[config.mk]
export PLATFORM = sky130hd
export DESIGN_NAME = pam_regs
export DESIGN_NICKNAME = d
export VERILOG_FILES = /design/src/logic/pam_pkg.sv /design/src/logic/pam_regs.sv /design/src/logic/pam_sync.sv
export SDC_FILE = /design/constraint.sdc
export NUM_CORES = 1
export LEC_CHECK = 0
export BUFFER_PORTS_ARGS = -buffer_cell sky130_fd_sc_hd__buf_2
export CAP_MARGIN = 20
export CORE_ASPECT_RATIO = 1.25
export CORE_MARGIN = 5
export CORE_UTILIZATION = 45
export DETAILED_ROUTE_END_ITERATION = 10
export GPL_ROUTABILITY_DRIVEN = 0
export GPL_TIMING_DRIVEN = 0
export SYNTH_ARGS = -nofsm -noshare
export SYNTH_HDL_FRONTEND = slang
export SYNTH_HIERARCHICAL = 1
export SYNTH_SLANG_ARGS = --single-unit
[constraint.sdc]
create_clock -name sys_clk -period 3.2 [get_ports sys_clk]
set_input_delay 0 -clock sys_clk [delete_from_list [all_inputs] [get_ports sys_clk]]
set_output_delay 0 -clock sys_clk [all_outputs]
set_load 0.01 [all_outputs]
[src/logic/pam_pkg.sv]
// Constants and state types of the physical-attachment management register bank
package pam_pkg;

  // Management frame fields
  localparam logic [4:0] DEVAD_ATTACH = 5'h01;
  localparam logic [4:0] DEVAD_VENDOR = 5'h1E;
  localparam logic [1:0] OP_ADDRESS = 2'h0;
  localparam logic [1:0] OP_WRITE = 2'h1;
  localparam logic [1:0] OP_READ_INC = 2'h2;
  localparam logic [5:0] PREAMBLE_MIN = 6'h20;
  localparam logic [4:0] HDR_LAST = 5'h0C;
  localparam logic [4:0] DATA_LAST = 5'h0F;

  // Register offsets
  localparam logic [15:0] REG_CONTROL = 16'h0000;
  localparam logic [15:0] REG_STATUS = 16'h0001;
  localparam logic [15:0] REG_ID_HIGH = 16'h0002;
  localparam logic [15:0] REG_ID_LOW = 16'h0003;
  localparam logic [15:0] REG_SPEED_CAP = 16'h0004;
  localparam logic [15:0] REG_STATUS2 = 16'h0008;
  localparam logic [15:0] REG_TX_PERMIT = 16'h8101;

  // Field positions
  localparam int CTRL_RESET_BIT = 15;
  localparam int CTRL_LOW_POWER_BIT = 11;
  localparam int CTRL_LOOPBACK_BIT = 0;
  localparam int STAT_FAULT_BIT = 7;
  localparam int STAT_LINK_BIT = 2;
  localparam int STAT_LOW_POWER_CAPABLE_BIT = 1;
  localparam int STAT2_TX_FAULT_BIT = 11;
  localparam int STAT2_RX_FAULT_BIT = 10;
  localparam int PERMIT_BIT = 2;

  // Fixed read values
  localparam logic [15:0] STATUS_RESET = 16'h0002;
  localparam logic [15:0] SPEED_CAP_VALUE = 16'h0011;
  localparam logic [15:0] STATUS2_FIXED = 16'hB000;
  localparam logic [15:0] READ_UNMAPPED = 16'h0000;

  typedef enum logic [1:0] {PAM_PRE, PAM_HDR, PAM_TA, PAM_DATA} pam_phase_t;

  typedef struct packed {
    pam_phase_t phase;
    logic [5:0] pre_cnt;
    logic [4:0] bit_cnt;
    logic [12:0] hdr;
    logic [15:0] shreg;
    logic mdc_prev;
    logic [15:0] addr_attach;
    logic [15:0] addr_vendor;
    logic low_power_request;
    logic loopback_en;
    logic tx_preset_permit;
    logic core_reset;
    logic tx_fault_lh;
    logic rx_fault_lh;
    logic rx_link_ll;
    logic mdio_out;
    logic mdio_oe_n;
  } pam_state_t;

  localparam pam_state_t STATE_RESET = '{phase: PAM_PRE, mdio_out: 1'b1, mdio_oe_n: 1'b1, default: '0};

  typedef struct packed {
    logic mdc;
    logic mdio;
  } pam_pins_t;

  typedef struct packed {
    logic tx_fault;
    logic rx_fault;
    logic rx_link;
  } pam_line_status_t;

endpackage

[src/logic/pam_regs.sv]
// Management register bank of the physical-attachment layer, reached by management frames
`timescale 1ns/100ps

// Overview of operation
// - Permit bit 2 enables preset transmit load
// - Attachment registers only via device address one
// - Vendor space also reached via address thirty
// - Control bit 15 resets all, self-clearing
// - Control bit 11 requests low power
// - Control bit 0 enables line-side loopback
// - Fault bit clears after second status read
// - Latched transmit and receive faults, clear-on-read
// - Link bit latches low until read
// - Low-power capable always reads one
// - Identifier high at two, low at three
// - Identifier packs organization, model, revision
// - Speed capability reads 0x0011
// - Reserved control and permit bits read zero
module pam_regs #(
  parameter logic [4:0] PORT_ADDR = 5'h00,
  parameter logic [15:0] ID_ORG_HIGH = 16'h2C5A, // Arbitrary value
  parameter logic [5:0] ID_ORG_LOW = 6'h1D, // Arbitrary value
  parameter logic [5:0] ID_MODEL = 6'h2B, // Arbitrary value
  parameter logic [3:0] ID_REVISION = 4'h7 // Arbitrary value
) (
  input wire logic sys_clk, // 40 MHz system clock
  input wire logic rst, // Synchronous reset, active high
  input wire logic mdc, // Management clock pin
  input wire logic mdio_in, // Management data pin level
  output logic mdio_out, // Management data drive value
  output logic mdio_oe_n, // Management data drive enable, low drives
  input wire pam_pkg::pam_line_status_t line_status, // Datapath fault and link levels
  output logic low_power_request, // Power-down request
  output logic loopback_en, // Line-side loopback enable
  output logic tx_preset_permit, // Preset transmit load permitted
  output logic core_reset // One-cycle reset pulse to datapath
);

  pam_pkg::pam_pins_t pins_s;
  pam_pkg::pam_state_t s_q;
  pam_pkg::pam_state_t s_d;
  logic mdc_rise;
  logic hdr_done;
  logic hit;
  logic rd_cap;
  logic wr_done;
  logic wr_ctrl;
  logic wr_permit;
  logic [12:0] hdr_new;
  logic [15:0] rd_word;
  logic [15:0] cur_addr;
  logic [15:0] wr_word;
  logic soft_rst;
  logic stat1_rd;
  logic stat2_rd;

  pam_sync #(
    .WIDTH(2)
  ) u_sync (
    .sys_clk(sys_clk),
    .rst(rst),
    .async_in({mdc, mdio_in}),
    .sync_out(pins_s)
  );

  assign mdc_rise = pins_s.mdc & ~s_q.mdc_prev;
  assign hdr_new = {s_q.hdr[11:0], pins_s.mdio};
  assign hdr_done = mdc_rise && s_q.phase == pam_pkg::PAM_HDR && s_q.bit_cnt == pam_pkg::HDR_LAST;
  // Clause 45 start, our port, one of the two spaces we serve
  assign hit = !hdr_new[12] && hdr_new[9:5] == PORT_ADDR &&
    (hdr_new[4:0] == pam_pkg::DEVAD_ATTACH || hdr_new[4:0] == pam_pkg::DEVAD_VENDOR);
  assign rd_cap = hdr_done && hit && hdr_new[11];
  assign cur_addr = (hdr_new[4:0] == pam_pkg::DEVAD_ATTACH) ? s_q.addr_attach : s_q.addr_vendor;
  assign wr_word = {s_q.shreg[14:0], pins_s.mdio};
  assign wr_done = mdc_rise && s_q.phase == pam_pkg::PAM_DATA && s_q.bit_cnt == pam_pkg::DATA_LAST &&
    s_q.hdr[11:10] == pam_pkg::OP_WRITE;
  assign wr_ctrl = wr_done && s_q.hdr[4:0] == pam_pkg::DEVAD_ATTACH && s_q.addr_attach == pam_pkg::REG_CONTROL;
  assign wr_permit = wr_done && s_q.hdr[4:0] == pam_pkg::DEVAD_VENDOR && s_q.addr_vendor == pam_pkg::REG_TX_PERMIT;
  assign soft_rst = wr_ctrl && wr_word[pam_pkg::CTRL_RESET_BIT];
  assign stat1_rd = rd_cap && hdr_new[4:0] == pam_pkg::DEVAD_ATTACH && cur_addr == pam_pkg::REG_STATUS;
  assign stat2_rd = rd_cap && hdr_new[4:0] == pam_pkg::DEVAD_ATTACH && cur_addr == pam_pkg::REG_STATUS2;

  // Read mux, decoded from the header just completed
  always_comb begin
    rd_word = pam_pkg::READ_UNMAPPED;
    if (hdr_new[4:0] == pam_pkg::DEVAD_VENDOR) begin
      if (cur_addr == pam_pkg::REG_TX_PERMIT) begin
        rd_word[pam_pkg::PERMIT_BIT] = s_q.tx_preset_permit;
      end
    end else if (cur_addr == pam_pkg::REG_CONTROL) begin
      // Reset bit self-clears, reserved bits stay zero
      rd_word[pam_pkg::CTRL_LOW_POWER_BIT] = s_q.low_power_request;
      rd_word[pam_pkg::CTRL_LOOPBACK_BIT] = s_q.loopback_en;
    end else if (cur_addr == pam_pkg::REG_STATUS) begin
      rd_word = pam_pkg::STATUS_RESET;
      rd_word[pam_pkg::STAT_FAULT_BIT] = s_q.tx_fault_lh | s_q.rx_fault_lh;
      rd_word[pam_pkg::STAT_LINK_BIT] = s_q.rx_link_ll;
    end else if (cur_addr == pam_pkg::REG_ID_HIGH) begin
      rd_word = ID_ORG_HIGH;
    end else if (cur_addr == pam_pkg::REG_ID_LOW) begin
      rd_word = {ID_ORG_LOW, ID_MODEL, ID_REVISION};
    end else if (cur_addr == pam_pkg::REG_SPEED_CAP) begin
      rd_word = pam_pkg::SPEED_CAP_VALUE;
    end else if (cur_addr == pam_pkg::REG_STATUS2) begin
      rd_word = pam_pkg::STATUS2_FIXED;
      rd_word[pam_pkg::STAT2_TX_FAULT_BIT] = s_q.tx_fault_lh;
      rd_word[pam_pkg::STAT2_RX_FAULT_BIT] = s_q.rx_fault_lh;
    end
  end

  always_comb begin
    s_d = s_q;
    s_d.mdc_prev = pins_s.mdc;
    s_d.core_reset = 1'b0;
    // Latches track the line every cycle; reads below reload them
    s_d.tx_fault_lh = s_q.tx_fault_lh | line_status.tx_fault;
    s_d.rx_fault_lh = s_q.rx_fault_lh | line_status.rx_fault;
    s_d.rx_link_ll = s_q.rx_link_ll & line_status.rx_link;
    if (mdc_rise) begin
      case (s_q.phase)
        pam_pkg::PAM_PRE: begin
          if (pins_s.mdio) begin
            if (s_q.pre_cnt != pam_pkg::PREAMBLE_MIN) begin
              s_d.pre_cnt = s_q.pre_cnt + 6'h01;
            end
          end else begin
            if (s_q.pre_cnt == pam_pkg::PREAMBLE_MIN) begin
              s_d.phase = pam_pkg::PAM_HDR;
              s_d.bit_cnt = '0;
            end
            s_d.pre_cnt = '0;
          end
        end
        pam_pkg::PAM_HDR: begin
          s_d.hdr = hdr_new;
          s_d.bit_cnt = s_q.bit_cnt + 5'h01;
          if (hdr_done) begin
            s_d.bit_cnt = '0;
            // Foreign frames are dropped; the pin is never driven for them
            s_d.phase = hit ? pam_pkg::PAM_TA : pam_pkg::PAM_PRE;
            if (rd_cap) begin
              s_d.shreg = rd_word;
              if (hdr_new[11:10] == pam_pkg::OP_READ_INC) begin
                if (hdr_new[4:0] == pam_pkg::DEVAD_ATTACH) begin
                  s_d.addr_attach = s_q.addr_attach + 16'h0001;
                end else begin
                  s_d.addr_vendor = s_q.addr_vendor + 16'h0001;
                end
              end
              // Clear-on-read, but a fault still present keeps its flag
              if (hdr_new[4:0] == pam_pkg::DEVAD_ATTACH && cur_addr == pam_pkg::REG_STATUS2) begin
                s_d.tx_fault_lh = line_status.tx_fault;
                s_d.rx_fault_lh = line_status.rx_fault;
              end
              if (hdr_new[4:0] == pam_pkg::DEVAD_ATTACH && cur_addr == pam_pkg::REG_STATUS) begin
                s_d.rx_link_ll = line_status.rx_link;
              end
            end
          end
        end
        pam_pkg::PAM_TA: begin
          s_d.bit_cnt = s_q.bit_cnt + 5'h01;
          if (s_q.bit_cnt == 5'h00) begin
            if (s_q.hdr[11]) begin
              s_d.mdio_oe_n = 1'b0;
              s_d.mdio_out = 1'b0;
            end
          end else begin
            s_d.phase = pam_pkg::PAM_DATA;
            s_d.bit_cnt = '0;
            if (s_q.hdr[11]) begin
              s_d.mdio_out = s_q.shreg[15];
              s_d.shreg = {s_q.shreg[14:0], 1'b0};
            end
          end
        end
        pam_pkg::PAM_DATA: begin
          s_d.bit_cnt = s_q.bit_cnt + 5'h01;
          if (s_q.hdr[11]) begin
            s_d.mdio_out = s_q.shreg[15];
            s_d.shreg = {s_q.shreg[14:0], 1'b0};
          end else begin
            s_d.shreg = wr_word;
          end
          if (s_q.bit_cnt == pam_pkg::DATA_LAST) begin
            s_d.phase = pam_pkg::PAM_PRE;
            s_d.mdio_oe_n = 1'b1;
            s_d.mdio_out = 1'b1;
            if (s_q.hdr[11:10] == pam_pkg::OP_ADDRESS) begin
              if (s_q.hdr[4:0] == pam_pkg::DEVAD_ATTACH) begin
                s_d.addr_attach = wr_word;
              end else begin
                s_d.addr_vendor = wr_word;
              end
            end
            // Writes to other offsets, fixed or unmapped, are dropped
            if (wr_ctrl) begin
              s_d.low_power_request = wr_word[pam_pkg::CTRL_LOW_POWER_BIT];
              s_d.loopback_en = wr_word[pam_pkg::CTRL_LOOPBACK_BIT];
            end
            if (wr_permit) begin
              // Load strobe itself lives elsewhere and only acts while this is set
              s_d.tx_preset_permit = wr_word[pam_pkg::PERMIT_BIT];
            end
          end
        end
        default: begin
          s_d.phase = pam_pkg::PAM_PRE;
        end
      endcase
    end
    if (wr_ctrl && wr_word[pam_pkg::CTRL_RESET_BIT]) begin
      // Same effect as the hardware reset; bit never stored so it reads back zero
      s_d = pam_pkg::STATE_RESET;
      s_d.core_reset = 1'b1;
      s_d.mdc_prev = pins_s.mdc;
    end
  end

  always_ff @(posedge sys_clk) begin
    if (rst) begin
      s_q <= pam_pkg::STATE_RESET;
    end else begin
      s_q <= s_d;
    end
  end

  assign mdio_out = s_q.mdio_out;
  assign mdio_oe_n = s_q.mdio_oe_n;
  assign low_power_request = s_q.low_power_request;
  assign loopback_en = s_q.loopback_en;
  assign tx_preset_permit = s_q.tx_preset_permit;
  assign core_reset = s_q.core_reset;

  a_soft_reset_pulse: assert property (@(posedge sys_clk) disable iff (rst)
    wr_ctrl && wr_word[15] |=> core_reset && !low_power_request && !loopback_en ##1 !core_reset)
    else $error("control reset bit did not give a one-cycle reset");
  a_low_power_write: assert property (@(posedge sys_clk) disable iff (rst)
    wr_ctrl && !wr_word[15] |=> low_power_request == $past(wr_word[11]))
    else $error("low power request does not follow control write");
  a_loopback_write: assert property (@(posedge sys_clk) disable iff (rst)
    wr_ctrl && !wr_word[15] |=> loopback_en == $past(wr_word[0]))
    else $error("loopback enable does not follow control write");
  a_permit_write: assert property (@(posedge sys_clk) disable iff (rst)
    wr_permit |=> tx_preset_permit == $past(wr_word[2]))
    else $error("preset permit does not follow write");
  a_fault_summary: assert property (@(posedge sys_clk) disable iff (rst)
    rd_cap && cur_addr == 16'h0001 && hdr_new[4:0] == 5'h01 |-> rd_word[7] == (s_q.tx_fault_lh | s_q.rx_fault_lh))
    else $error("fault summary bit wrong");
  a_fault_latched: assert property (@(posedge sys_clk) disable iff (rst)
    line_status.tx_fault && !soft_rst |=> s_q.tx_fault_lh)
    else $error("transmit fault not latched");
  a_link_latch_low: assert property (@(posedge sys_clk) disable iff (rst)
    !line_status.rx_link |=> !s_q.rx_link_ll)
    else $error("link loss not latched low");
  a_fixed_speed_cap: assert property (@(posedge sys_clk) disable iff (rst)
    rd_cap && cur_addr == 16'h0004 && hdr_new[4:0] == 5'h01 |-> rd_word == 16'h0011)
    else $error("speed capability value wrong");
  a_status_fixed_bit: assert property (@(posedge sys_clk) disable iff (rst)
    rd_cap && cur_addr == 16'h0001 && hdr_new[4:0] == 5'h01 |-> rd_word[1] && rd_word[15:8] == 8'h00)
    else $error("low power capable bit not set");
  a_foreign_dropped: assert property (@(posedge sys_clk) disable iff (rst)
    hdr_done && !hit |=> s_q.phase == pam_pkg::PAM_PRE && mdio_oe_n [*2])
    else $error("foreign frame was not dropped");
  a_reserved_zero: assert property (@(posedge sys_clk) disable iff (rst)
    rd_cap && cur_addr == 16'h0000 && hdr_new[4:0] == 5'h01 |-> rd_word[15:12] == 4'h0 && rd_word[10:1] == 10'h000)
    else $error("reserved control bits not zero");
  a_id_high_fixed: assert property (@(posedge sys_clk) disable iff (rst)
    rd_cap && cur_addr == pam_pkg::REG_ID_HIGH && hdr_new[4:0] == pam_pkg::DEVAD_ATTACH |->
    rd_word == ID_ORG_HIGH)
    else $error("identifier high word wrong");
  a_id_low_fields: assert property (@(posedge sys_clk) disable iff (rst)
    rd_cap && cur_addr == pam_pkg::REG_ID_LOW && hdr_new[4:0] == pam_pkg::DEVAD_ATTACH |->
    rd_word[15:10] == ID_ORG_LOW && rd_word[9:4] == ID_MODEL && rd_word[3:0] == ID_REVISION)
    else $error("identifier low word fields wrong");
  a_permit_reserved: assert property (@(posedge sys_clk) disable iff (rst)
    rd_cap && cur_addr == pam_pkg::REG_TX_PERMIT && hdr_new[4:0] == pam_pkg::DEVAD_VENDOR |->
    rd_word[15:3] == 13'h0 && rd_word[1:0] == 2'h0)
    else $error("reserved permit bits not zero");
  a_fault_hold: assert property (@(posedge sys_clk) disable iff (rst)
    (s_q.tx_fault_lh || s_q.rx_fault_lh) && !stat2_rd && !soft_rst |=> s_q.tx_fault_lh || s_q.rx_fault_lh)
    else $error("fault summary cleared without second status read");
  a_link_hold_low: assert property (@(posedge sys_clk) disable iff (rst)
    !s_q.rx_link_ll && !stat1_rd |=> !s_q.rx_link_ll)
    else $error("link latch rose without a status read");
  a_drive_in_read: assert property (@(posedge sys_clk) disable iff (rst)
    !mdio_oe_n |-> s_q.hdr[11] && (s_q.phase == pam_pkg::PAM_TA || s_q.phase == pam_pkg::PAM_DATA))
    else $error("data pin driven outside a read frame");
  a_permit_hold: assert property (@(posedge sys_clk) disable iff (rst)
    !wr_permit && !soft_rst |=> $stable(tx_preset_permit))
    else $error("preset permit changed without a write");
  a_control_hold: assert property (@(posedge sys_clk) disable iff (rst)
    !wr_ctrl |=> $stable(low_power_request) && $stable(loopback_en))
    else $error("control bits changed without a write");

  c_read_frame: cover property (@(posedge sys_clk) disable iff (rst) rd_cap ##[1:1000] !mdio_oe_n);
  c_control_write: cover property (@(posedge sys_clk) disable iff (rst) wr_ctrl);
  c_permit_write: cover property (@(posedge sys_clk) disable iff (rst) wr_permit);
  c_soft_reset: cover property (@(posedge sys_clk) disable iff (rst) core_reset);
  c_status2_read: cover property (@(posedge sys_clk) disable iff (rst) stat2_rd);

endmodule

[src/logic/pam_sync.sv]
// Two-flop synchroniser for management pins
`timescale 1ns/100ps
module pam_sync #(
  parameter int WIDTH = 2
) (
  input wire logic sys_clk, // System clock
  input wire logic rst, // Synchronous reset
  input wire logic [WIDTH-1:0] async_in, // Pin levels
  output logic [WIDTH-1:0] sync_out // Resynchronised levels
);

  typedef struct packed {
    logic [WIDTH-1:0] meta;
    logic [WIDTH-1:0] stable;
  } pam_sync_state_t;

  pam_sync_state_t s_q;
  pam_sync_state_t s_d;

  always_comb begin
    s_d.meta = async_in;
    s_d.stable = s_q.meta;
  end

  always_ff @(posedge sys_clk) begin
    if (rst) begin
      s_q <= '0;
    end else begin
      s_q <= s_d;
    end
  end

  assign sync_out = s_q.stable;

endmodule

==> results by group <==
Status
  – Status: complete, no violations

Worst hold path
  – HP Class: input port to flop
  – Worst hold path cell count: 4

Global routing
  – Vias in the first global route: 4,945
  – Grt peak-use layer: met2
  – Grt met1 use: 28.88%
  – First-pass GRT wire length: around 25,000 um
  – M2 GR Usage: a little over two fifths
  – Initial antenna violation count: 0
  – Total grt overflow: 0
  – Largest net degree at the start of global routing: 15
  – Met3 usage: under 10%
  – Total GRT Usage: around a quarter

STA
  – Shortest period the worst path allows: 3.058 ns
  – Max Clock Skew: 0.009641 ns
  – Hold slack final: 0.4000 ns
  – Slew margin rel.: roughly 43%
  – Final setup margin: 0.1417 ns
  – F_max: 0.3270 GHz
  – Max-slew violation count: 0
  – Final hold violations: 0
  – Slew @ Worst Pin: between 0.8 and 0.9 ns
  – Final Setup Violations: 0
  – Total Negative Setup Slacks: 0 ns
  – Period utilisation layout: between 90% and 100%

Worst setup path
  – Critical path depth: 9
  – Data required time of the worst path: between 3 and 4 ns
  – Crit path max fanout: 10
  – Critical path's slowest cell: dfxtp_1
  – Top cell by count, worst path: ha_1
  – CP startpoint kind: flop
  – CP Capture Type: flop
  – Delay-heaviest family, CP: simple AND/OR/NAND/NOR gates
  – CP bufs+invs: 1
  – Critical path class: flop to flop
  – FF-to-FF path depth: 9
  – Critical-path cell list: ha_1 -> and3_1 -> ha_1 -> and3_4 -> nand4b_1 -> nor3_4 -> a21oi_1 -> clkbuf_1 -> a32o_1
  – Critical path data arrival time: 3.29 ns
  – Max incr delay on CP: 0.42 ns

Die
  – Row count: 42
  – Die Y: 126.7 um
  – IO Pins: 13
  – Initial Util: 46.18%
  – Die ar.: ~13,000 sq um
  – Die W: between 100 and 150 um
  – Core ar.: about 11,000 sq um

Synthesis
  – Yosys top cell area share: roughly 36%
  – Seq/Total Area, Yosys: 35.53%
  – Synth area leaders: dfxtp_1 36%, a21oi_1 7.0%, nand2_1 6.6%, o21ai_0 4.6%, nor2_1 4.1%
  – Ys async rst share: 0%
  – Syn_area_per_cell: roughly 7.6 sq um
  – Post-Syn Instances: roughly 650
  – Main synth FF type: dfxtp_1
  – Synth unique cells: a little over 60
  – Leading area contributor after synthesis: dfxtp_1
  – Post-synth EDFFs: 0
  – Synth Net Count: 661
  – Synth warn: 6
  – Post-Syn Area: a little under 5000 sq um
  – #FFs+latches synth: a little under 90

Clock network
  – Clk pin slew, worst setup/hold paths: approximately 0.070 ns
  – Clk buf depth: 2
  – H-tree depth: 3
  – Post-CTS Setup Inserts: 0
  – Clock net sink count: 87
  – Clk_lat worst skew: around 0.35 ns
  – Clock root buffer: clkbuf_16
  – CTS buffer count: 9
  – CTS tree: yes

Placement
  – Hpwl dp: around 12,000 um
  – Worst Setup Slack post-DPL: -0.2764 ns
  – Port Buffers: 12
  – Dpl cells: just under 800

Routing
  – Antenna-violating nets left: 0
  – DR WL/cell: roughly 20 um
  – Via density: around 6.4
  – TritonRoute pass-1 iters: 5
  – DRC: 0
  – Routed via count: 5,200
  – Routed wire length: between 15,000 and 20,000 um
  – Iter 0 DRT Violations: about 380

Final layout
  – Layout cells sized above 1: about 8.4%
  – Layout Nets: 690
  – P&R area growth vs syn: 12.89%
  – Antenna diode count: 0
  – Post-Layout Cell Count: around 800
  – Fill cell count: about 1,100

Pwr
  – Pwr per Cell Area: a little over 400 nW/um^2
  – Lkg Pwr: between 1.5 and 2 nW
  – Total power: about 2.3 mW
  – Maximum VDD drop: 0.0002312 V

Flow run
  – Max_cap viols: 0
[Yosys cell counts, types with 8 or more instances]
| cell type | n |
|---|---|
| dfxtp_1 | 87 |
| nand2_1 | 86 |
| a21oi_1 | 69 |
| nor2_1 | 53 |
| o21ai_0 | 45 |
| nand3_1 | 28 |
| clkbuf_1 | 23 |
| nor3_1 | 18 |
| o31ai_1 | 15 |
| inv_1 | 14 |
| buf_2 | 13 |
| o21ai_1 | 12 |
| a31oi_1 | 11 |
| nor2b_1 | 10 |
| a211oi_1 | 9 |
| a21o_1 | 9 |
| ha_1 | 9 |
| nand4_1 | 9 |
| or3_1 | 9 |
| nor4_1 | 8 |
[cells in the final DEF, fill, tap and decap left out, types with 10 or more instances in the layout]
master	instances
nor2_1	53
buf_2	25
a21oi_1	69
clkbuf_1	20
nand3_1	28
o31ai_1	15
nor3_1	18
o21ai_1	12
a31oi_1	11
dfxtp_1	87
nor2b_1	10
inv_1	14
o21ai_0	45
nand2_1	86
[sequential cells by signal, indices dropped and copies added (netlist names), named ones only]
name and flops:
low_power_request 1, s_q 64, hdr_new 12, u_sync/sync_out 2, mdio_out 1, u_sync/s_d 2, core_reset 1, loopback_en 1
mdio_oe_n 1, tx_preset_permit 1
[routing by layer]
layer  vias to the layer above  wire length (um)
met5                         -                 0
met4                         0               927
met3                        58               764
met2                       189              8053
met1                      2505              6290
li1                       2448                 -
[stage by stage]
step | util [%] | cell area, sq um
final | 52.13 | 5534
after CTS | 52.12 | 5533
after global placement | 48.30 | 5127
after global routing | 52.13 | 5534
after detailed placement | 48.30 | 5127
after floorplan | - | 4902
[kinds of logic after synthesis]
group,Yosys count,share of synthesized area [%]
AOI/OAI and AO/OA,218,28.41
xor gates and xnor gates,4,0.7146
adders and majority gates,9,2.297
buffers and inverters,55,4.849
DFF,87,35.53
muxes,7,1.480
and+or+nand+nor,265,26.72
[worst reg2reg max path: cells and delay by family, from the launching register on]
kind	cells	cell delay (ns)
buffers and inverters	1	0.33
AND/OR/NAND/NOR	4	1.05
adder cells (fa/ha/maj)	2	0.57
AO/OA/AOI/OAI	2	0.57
flip-flops	1	0.42
[worst paths after layout]
check,to,slack [ns],startpoint
hold / removal,s_q[4]$_SDFF_PP0_,0.40,line_status[2]
setup / recovery,s_q[32]$_SDFFE_PP0P_,0.14,s_q[71]$_SDFFE_PP0P_
setup reg to reg,s_q[32]$_SDFFE_PP0P_,0.14,s_q[71]$_SDFFE_PP0P_
hold reg to reg,u_sync/sync_out[1]$_SDFF_PP0_,0.44,u_sync/s_d[1]$_SDFF_PP0_
[power by group]
part,internal [mW],leakage [nW],total (mW),switching (mW)
registers,1.09,0.702,1.09,0.00288
clock network,0.701,0.147,1.14,0.442
logic,0.0229,0.891,0.0664,0.0435
[layout make-up]
cell class | instances | area (sq um) | area share (%)
Multi-Input combinational cell | 503 | 2934 | 53.02
Sequential cell | 87 | 1742 | 31.47
Clock buffer | 10 | 239.0 | 4.318
Buffer | 38 | 175.2 | 3.165
Tap cell | 132 | 165.2 | 2.984
Timing Repair Buffer | 20 | 140.1 | 2.532
Clock inverter | 5 | 82.58 | 1.492
Inverter | 15 | 56.30 | 1.017
[timing repair]
action,CTS,global route
cloned,0,0
resized for setup,2,3
endpoints found under the hold margin,8,0
setup endpoints to repair,81,46
hold buffers,8,0
Power figures use the tool's default switching activity.
